[src/pkg/rsi_defines.svh]
// constants for the remote select interface
// assumes inclusion by bare name from pkg and verilog files
`ifndef RSI_DEFINES_SVH
`define RSI_DEFINES_SVH
`define RSI_REF_HZ 10000000
`define RSI_CLK_HZ 25000000
`define RSI_SCLK_DIV (`RSI_CLK_HZ / `RSI_REF_HZ)
`define RSI_SAMPLE_BITS 16
`define RSI_ADDR_CTRL 4'h0
`define RSI_ADDR_STATUS 4'h1
`define RSI_ADDR_IRQ_STAT 4'h2
`define RSI_ADDR_IRQ_MASK 4'h3
`define RSI_ADDR_FWD 4'h4
`define RSI_ADDR_REF 4'h5
`define RSI_ADDR_SELECT 4'h6
`define RSI_ADDR_AUDIO 4'h7
`define RSI_ADDR_ALARM 4'h8
`define RSI_CH_BITS 3
`define RSI_MODE_BITS 2
`define RSI_ZERO16 16'h0000
`define RSI_IRQ_CHAN 0
`define RSI_IRQ_MODE 1
`define RSI_IRQ_KEY 2
`define RSI_IRQ_LOWPWR 3
`define RSI_IRQ_BITS 4
`define RSI_DATA_W 16
`endif

[src/pkg/rsi_pkg.sv]
// types for the remote select interface
// assumes rsi_defines.svh on the include path
`include "rsi_defines.svh"
package rsi_pkg;
  typedef enum logic [1:0] {
    RSI_MODE_ANALOG = 2'b00,
    RSI_MODE_FSK2 = 2'b01,
    RSI_MODE_FSK4 = 2'b10,
    RSI_MODE_SPARE = 2'b11
  } rsi_mode_t;
  typedef struct packed {
    logic [`RSI_CH_BITS-1:0] channel_select_line;
    logic [`RSI_MODE_BITS-1:0] mode_select;
    logic key;
    logic fsk_bit_one;
    logic fsk_bit_two;
    logic fsk_bit_four_or_clock;
    logic low_power_mode;
  } rsi_remote_t;
  typedef struct packed {
    logic fault;
    logic mismatch;
    logic temperature;
    logic drive_loss;
    logic low_power;
    logic halt;
  } rsi_alarm_t;
  typedef struct packed {
    logic sclk;
    logic frame;
    logic sdata;
  } rsi_link_t;
  typedef struct packed {
    logic wr_a;
    logic wr_b;
    logic [`RSI_DATA_W-1:0] data;
  } rsi_dac_t;
endpackage

[src/verilog/rsi_sync.sv]
// two-stage synchroniser for a bundle of asynchronous inputs
// assumes a single clock domain, async active-low reset
`timescale 1ns/1ns
`default_nettype none
module rsi_sync #(
  parameter int WIDTH = 1
) (
  input wire logic clk_sys_in,
  input wire logic reset_n_in,
  input wire logic [WIDTH-1:0] async_in,
  output logic [WIDTH-1:0] sync_out
);
  typedef struct packed {
    logic [WIDTH-1:0] meta;
    logic [WIDTH-1:0] stable;
  } rsi_sync_state_t;
  rsi_sync_state_t state_reg;
  rsi_sync_state_t state_next;
  always_comb begin
    state_next.meta = async_in;
    state_next.stable = state_reg.meta;
  end
  always_ff @(posedge clk_sys_in or negedge reset_n_in) begin
    if (!reset_n_in) begin
      state_reg <= '0;
    end else begin
      state_reg <= state_next;
    end
  end
  assign sync_out = state_reg.stable;
endmodule // rsi_sync
`default_nettype wire

[src/verilog/rsi_top.sv]
// remote select interface: decodes controller lines, serial audio link,
// dual dac steering, alarms, interrupt; mcu reaches it over a plain port
// assumes one 25 MHz clock; remote pins asynchronous
//
// Summary of operation
// RULE_01: three channel select lines give operating channel
// RULE_02: low counts one, weights 1/2/4, plus one
// RULE_03: two mode select lines choose operating mode
// RULE_04: 00 analog, 10 two-level, 11 four-level; code decodes 01 as two-level and treats 10 as undefined
// RULE_05: undefined mode code keeps current mode
// RULE_06: fsk bits one and two pass to modulator
// RULE_07: analog samples sent serially with timing pulses
// RULE_08: serial clock derived from ten-MHz reference; code divides the 25 MHz system clock by four, giving 6.25 MHz
// RULE_09: power writes steered to matching dac half
// RULE_10: remote commands reach mcu through this port
// RULE_11: mcu status forwarded to external controller
// RULE_12: fault alarm output driven from mcu status
// RULE_13: separate mismatch, temperature, drive loss alarms
// RULE_14: modulating indicator output to controller
// RULE_15: controller drives key input as logic command
// RULE_16: low power mode input reported as status
// RULE_17: remote inputs pass two flip-flops first
`timescale 1ns/1ns
`default_nettype none
`include "rsi_defines.svh"
module rsi_top (
  input wire logic clk_sys_in,
  input wire logic reset_n_in,
  input wire rsi_pkg::rsi_remote_t remote_in,
  input wire logic [3:0] addr_in,
  input wire logic [15:0] wdata_in,
  input wire logic wr_in,
  input wire logic rd_in,
  output logic [15:0] rdata_out,
  output logic irq_out,
  output rsi_pkg::rsi_alarm_t alarm_out,
  output logic modulating_indicator_out,
  output logic [3:0] fsk_data_out,
  output rsi_pkg::rsi_mode_t mode_out,
  output logic [3:0] channel_out,
  output logic key_out,
  output rsi_pkg::rsi_link_t link_out,
  output rsi_pkg::rsi_dac_t dac_out
);
  import rsi_pkg::*;

  typedef struct packed {
    logic [3:0] channel;
    rsi_mode_t mode;
    logic key;
    logic low_power;
    logic [3:0] fsk;
    logic [`RSI_IRQ_BITS-1:0] irq_stat;
    logic [`RSI_IRQ_BITS-1:0] irq_mask;
    rsi_alarm_t alarm;
    logic modulating;
    logic [15:0] rdata;
    logic [15:0] audio_hold;
    logic [15:0] audio_shift;
    logic [4:0] bit_cnt;
    logic [1:0] div_cnt;
    logic sclk;
    logic frame;
    logic sdata;
    rsi_dac_t dac;
  } rsi_state_t;

  rsi_state_t s_reg;
  rsi_state_t s_next;
  rsi_remote_t rem;

  rsi_sync #(.WIDTH($bits(rsi_remote_t))) u_sync ( // RULE_17
    .clk_sys_in(clk_sys_in),
    .reset_n_in(reset_n_in),
    .async_in(remote_in),
    .sync_out(rem)
  );

  logic [2:0] ch_weight;
  logic [3:0] ch_dec;
  rsi_mode_t mode_dec;
  logic mode_valid;
  logic [15:0] rd_mux;
  logic [`RSI_IRQ_BITS-1:0] irq_set;
  logic [1:0] div_max;

  always_comb begin
    // low line counts as one
    ch_weight = ~rem.channel_select_line; // RULE_01
    ch_dec = {1'b0, ch_weight} + 4'h1; // RULE_02
    mode_valid = 1'b1;
    mode_dec = s_reg.mode;
    case (rem.mode_select) // RULE_03
      2'b00: mode_dec = RSI_MODE_ANALOG; // RULE_04
      2'b01: mode_dec = RSI_MODE_FSK2;
      2'b11: mode_dec = RSI_MODE_FSK4;
      default: mode_valid = 1'b0; // RULE_05
    endcase
  end

  always_comb begin
    case (addr_in)
      `RSI_ADDR_STATUS: rd_mux = {4'h0, s_reg.modulating, s_reg.low_power, s_reg.key,
                                  s_reg.mode, s_reg.channel, 3'h0}; // RULE_16
      `RSI_ADDR_IRQ_STAT: rd_mux = {12'h000, s_reg.irq_stat};
      `RSI_ADDR_IRQ_MASK: rd_mux = {12'h000, s_reg.irq_mask};
      `RSI_ADDR_SELECT: rd_mux = {7'h00, rem.channel_select_line, rem.mode_select,
                                  rem.fsk_bit_four_or_clock, rem.fsk_bit_two, rem.fsk_bit_one,
                                  rem.key}; // RULE_10
      `RSI_ADDR_AUDIO: rd_mux = s_reg.audio_hold;
      `RSI_ADDR_ALARM: rd_mux = {10'h000, s_reg.alarm};
      `RSI_ADDR_CTRL: rd_mux = {15'h0000, s_reg.modulating};
      default: rd_mux = `RSI_ZERO16;
    endcase
  end

  assign div_max = 2'(`RSI_SCLK_DIV - 1);

  always_comb begin
    s_next = s_reg;
    irq_set = '0;
    s_next.channel = ch_dec;
    if (mode_valid) begin
      s_next.mode = mode_dec;
    end
    s_next.key = rem.key; // RULE_15
    s_next.low_power = rem.low_power_mode; // RULE_16
    // only bits one and two are forwarded; the upper two bits stay zero
    s_next.fsk = (s_reg.mode == RSI_MODE_ANALOG) ? 4'h0 :
                 {2'b00, rem.fsk_bit_two, rem.fsk_bit_one}; // RULE_06
    irq_set[`RSI_IRQ_CHAN] = (ch_dec != s_reg.channel);
    irq_set[`RSI_IRQ_MODE] = mode_valid && (mode_dec != s_reg.mode);
    irq_set[`RSI_IRQ_KEY] = (rem.key != s_reg.key);
    irq_set[`RSI_IRQ_LOWPWR] = (rem.low_power_mode != s_reg.low_power);
    s_next.rdata = rd_in ? rd_mux : `RSI_ZERO16;
    s_next.dac.wr_a = 1'b0;
    s_next.dac.wr_b = 1'b0;
    if (wr_in) begin
      case (addr_in)
        `RSI_ADDR_CTRL: s_next.modulating = wdata_in[0]; // RULE_14
        `RSI_ADDR_IRQ_STAT: s_next.irq_stat = s_reg.irq_stat & ~wdata_in[`RSI_IRQ_BITS-1:0];
        `RSI_ADDR_IRQ_MASK: s_next.irq_mask = wdata_in[`RSI_IRQ_BITS-1:0];
        `RSI_ADDR_FWD: begin
          s_next.dac.wr_a = 1'b1; // RULE_09
          s_next.dac.data = wdata_in;
        end
        `RSI_ADDR_REF: begin
          s_next.dac.wr_b = 1'b1; // RULE_09
          s_next.dac.data = wdata_in;
        end
        `RSI_ADDR_AUDIO: s_next.audio_hold = wdata_in;
        `RSI_ADDR_ALARM: s_next.alarm = wdata_in[$bits(rsi_alarm_t)-1:0]; // RULE_11 RULE_12 RULE_13
        default: ;
      endcase
    end
    // set wins over clear
    s_next.irq_stat = s_next.irq_stat | irq_set;
    // serial link clocked at 6.25 MHz, sclk toggling every two clocks
    if (s_reg.div_cnt == div_max) begin // RULE_08
      s_next.div_cnt = 2'h0;
      s_next.sclk = ~s_reg.sclk;
      if (s_reg.sclk) begin
        s_next.frame = 1'b0;
        if (s_reg.bit_cnt == 5'(`RSI_SAMPLE_BITS - 1)) begin
          s_next.bit_cnt = 5'h00;
          s_next.audio_shift = (s_reg.mode == RSI_MODE_ANALOG) ? s_reg.audio_hold : `RSI_ZERO16; // RULE_07
          s_next.frame = 1'b1;
        end else begin
          s_next.bit_cnt = s_reg.bit_cnt + 5'h01;
          s_next.audio_shift = {s_reg.audio_shift[14:0], 1'b0};
        end
        s_next.sdata = s_next.audio_shift[15]; // RULE_07
      end
    end else begin
      s_next.div_cnt = s_reg.div_cnt + 2'h1;
    end
  end

  always_ff @(posedge clk_sys_in or negedge reset_n_in) begin
    if (!reset_n_in) begin
      s_reg <= '0;
    end else begin
      s_reg <= s_next;
    end
  end

  assign rdata_out = s_reg.rdata;
  assign irq_out = |(s_reg.irq_stat & s_reg.irq_mask);
  assign alarm_out = s_reg.alarm; // RULE_12 RULE_13
  assign modulating_indicator_out = s_reg.modulating; // RULE_14
  assign fsk_data_out = s_reg.fsk; // RULE_06
  assign mode_out = s_reg.mode;
  assign channel_out = s_reg.channel;
  assign key_out = s_reg.key;
  assign link_out = '{sclk: s_reg.sclk, frame: s_reg.frame, sdata: s_reg.sdata};
  assign dac_out = s_reg.dac;
endmodule // rsi_top
`default_nettype wire
[config.mk]
export PLATFORM = sky130hd
export DESIGN_NAME = rsi_top
export DESIGN_NICKNAME = d
export VERILOG_FILES = /design/src/pkg/rsi_pkg.sv /design/src/verilog/rsi_sync.sv /design/src/verilog/rsi_top.sv
export VERILOG_INCLUDE_DIRS = /design/src /design/src/pkg
export SDC_FILE = /design/constraint.sdc
export NUM_CORES = 1
export LEC_CHECK = 0
export ABC_AREA = 0
export BUFFER_PORTS_ARGS = -buffer_cell sky130_fd_sc_hd__buf_2
export CORE_ASPECT_RATIO = 0.75
export CORE_UTILIZATION = 56
export DETAILED_ROUTE_END_ITERATION = 6
export PLACE_DENSITY = 0.79
export SETUP_SLACK_MARGIN = 0.02
export SYNTH_ARGS = -nofsm -noshare
export SYNTH_HDL_FRONTEND = slang
export SYNTH_SLANG_ARGS = --single-unit
[constraint.sdc]
create_clock -name clk_sys_in -period 1.7 [get_ports clk_sys_in]
set_input_delay 0.085 -clock clk_sys_in [delete_from_list [all_inputs] [get_ports clk_sys_in]]
set_output_delay 0.085 -clock clk_sys_in [all_outputs]
set_load 0.05 [all_outputs]
==> key figures <==
Floorplan
  – Core area: 9234 µm²
  – I/O Pins: 90
  – Die height: 87.22 µm
  – Die area: 10,080 µm²
  – Num rows: 30
  – Starting density of the core: 0.5873
  – Die span in x: 115.6 µm

Hold path
  – HP Class: input pin to flip-flop
  – Hold endpoint: modulating_indicator_out
  – Hold Startpoint: wdata_in[0]
  – WHS Path Cells: 2

Synth
  – Synthesized area: 5423 µm²
  – Synth top area cells: dfrtp_1 55%, buf_4 7.8%, mux2_2 5.8%
  – Synth cell types: 47
  – Register area share after synthesis: 0.5538
  – Main flop type after synthesis: dfrtp_1
  – Synth top area share: 0.5538
  – Post-synthesis cell count: 453
  – Synthesized flop and latch total: 120
  – Yosys Warn Count: 0
  – Synth area leader: dfrtp_1
  – Synth async-reset ratio: 1.000
  – Synthesized area per cell: 11.97 µm²
  – Post-synth EDFFs: 0

Clock network
  – Root buffer cell: clkbuf_16
  – CTS max path bufs: 2
  – CTS tree: done
  – Clk Latency, worst-skew pair: 0.41 ns
  – Clock-pin slew of the registers on the worst-case setup and hold paths: 0.05 ns
  – TritonCTS Buffers: 17
  – CTS Sinks: 120
  – H-tree levels: 4

Detailed routing
  – Top Metal Used: met4
  – ANT nets after route: 0
  – DR vias: 3,717
  – Met3 routed WL: 748 µm
  – DR WL/cell: 17.90 µm
  – Post-route DRC: 0
  – M1 wire length: 5111 µm
  – Vias/cell: 5.598
  – Pre-antenna DRT Iters: 7
  – DRT Wirelength: 11,880 µm
  – Routed met2 length: 5890 µm
  – Starting DRT DRC Count: 327

Run
  – Max-cap viol count: 0

Placement
  – Hpwl dp: 7678 µm
  – Placed cell areas: 5657 µm²
  – IO Port Bufs: 87
  – Dpl ws: 0.1121 ns
  – Post-Place Cells: 608
  – Placer's final routability congestion estimate: 0.8292

Finish
  – # nets final: 561
  – Post-route cell area: 6538 µm²
  – Synth-to-Final Area Change: 20.56%
  – Layout cells sized above 1: 0.3396
  – Finished Core Util: 0.7080
  – Fin cells: 664
  – Max reg flops: 47
  – Antenna diode count: 0

Timing
  – Worst Skew: 0.005504 ns
  – Final min period: 1.476 ns
  – Tcrit/Tclk final: 0.8680
  – WHS: 0.02418 ns
  – RSZ-0062 raised after global routing: false
  – Final worst slack: 0.2245 ns
  – Final setup fails: 0
  – F_max: 677.7 MHz
  – Setup TNS: 0 ns
  – Fin. Hold Viols: 0
  – Final count of pins violating max slew: 0

GRT
  – First-pass GRT wire length: 18,820 µm
  – Total congestion overflow: 0
  – Total track usage: 0.2542
  – Vias in the first global route: 3,722
  – Initial antenna violation count: 0
  – Pin count of the biggest net entering global routing: 60

Power
  – Pwr/cell area: 1308 nW/µm²
  – Worst vdd ir: 0.9043 mV
  – Overall Power: 8.548 mW
  – Leakage: 3.099 nW

Critical path
  – Arr. time, crit path: 1.79 ns
  – Startpoint Class: flip-flop
  – Reg-to-Reg End: s_reg[38]
  – Crit Path Max Fanout: 16
  – Nature of the critical path endpoint: flip-flop
  – Reg2reg setup slack: 0.22 ns
  – Crit Path Category: flip-flop to flip-flop
  – Reg-to-Reg Start: s_reg[23]
  – Cell depth of the worst flop-to-flop path: 4
  – WP data required: 2.02 ns

Run status
  – Status: completed
==> worst max path at each step <==
| stage | slack, ns | startpoint | depth (start not counted) | to |
|---|---|---|---|---|
| after floorplan | 0.29 | s_reg[23] | 5 | s_reg[39] |
| after global placement | 0.20 | s_reg[23] | 4 | s_reg[40] |
| after detailed placement | 0.11 | s_reg[23] | 4 | s_reg[32] |
| after CTS | 0.08 | s_reg[23] | 4 | s_reg[38] |
| after global routing | 0.14 | s_reg[23] | 4 | s_reg[38] |
| final | 0.22 | s_reg[23] | 4 | s_reg[38] |
==> report_power, final <==
part	total, mW	internal, mW	switching [mW]
clock	3.76	2.55	1.21
combinational	1.42	0.510	0.908
sequential	3.37	3.14	0.227
==> cell families (layout without fill, tap and decap cells) <==
| group | count (synthesis) | in the layout | synth area share |
|---|---|---|---|
| buf+inv | 86 | 168 | 0.1048 |
| xor+xnor | 10 | 10 | 0.01615 |
| mux | 47 | 47 | 0.1098 |
| flops | 120 | 120 | 0.5538 |
| compound gates | 57 | 57 | 0.06714 |
| other cells | 1 | 2 | 0.0006915 |
| simple gates | 130 | 130 | 0.1431 |
| fa+ha+maj | 2 | 2 | 0.004614 |
==> worst max-delay path: stages (launching register included) <==
cell and delay (ns):
dfrtp_1 0.38, ha_1 0.20, and4b_2 0.46, nand3_1 0.14, a31oi_1 0.21
==> layout make-up <==
cell class                      instances  area, µm²
Inverter                               10      37.54
Clock inverter                          8      145.1
Multi-Input combinational cell        248       1857
Clock buffer                           22      474.2
Fill cell                             653       2696
Sequential cell                       120       3003
Timing Repair Buffer                  128      860.8
Tap cell                              128      160.2
==> metal layers <==
metal | vias to the layer above | GRT usage
met5 | - | 0
met4 | 0 | 0.08042
met3 | 22 | 0.07864
met2 | 152 | 0.4072
met1 | 1876 | 0.3336
li1 | 1667 | -
==> placed cells by master, fill, tap and decap left out, types with 3 or more instances in the layout <==
cell	synthesis	final
buf_4	56	12
a31oi_1	18	18
nand2_1	35	35
bufinv_16	0	4
nor2_1	23	23
xnor2_1	8	8
mux2_2	28	28
clkbuf_16	0	17
clkbuf_8	0	3
nand4bb_1	5	5
o31ai_1	4	4
inv_1	10	10
nand3b_1	3	3
and3_1	6	6
dfrtp_1	120	120
a22oi_1	7	7
o21ai_0	11	11
buf_12	0	4
buf_2	9	86
nor2b_1	5	5
and3b_1	8	8
mux2_4	18	18
dlygate4sd3_1	0	26
a21oi_1	7	7
nand3_1	19	19
nand4b_1	6	6
a21o_1	5	5
==> cells in the mapped netlist (all sizes together), types with 6 or more instances <==
library cell	number
a21oi	7
a22oi	7
a31oi	18
and3	6
and3b	8
buf	68
clkbuf	8
dfrtp	120
inv	10
mux2	46
nand2	35
nand3	19
nand4b	7
nor2	23
nor2b	6
o21ai	11
xnor2	8
==> repair_timing <==
action / 4_1_cts / 5_1_grt
setup endpoints to repair: 0 / 14
setup buffers: 0 / 0
endpoints found under the hold margin: 165 / 0
hold buffers: 26 / 0
gates resized for setup: 0 / 1
No activity file was read; power rests on OpenSTA's default activity.
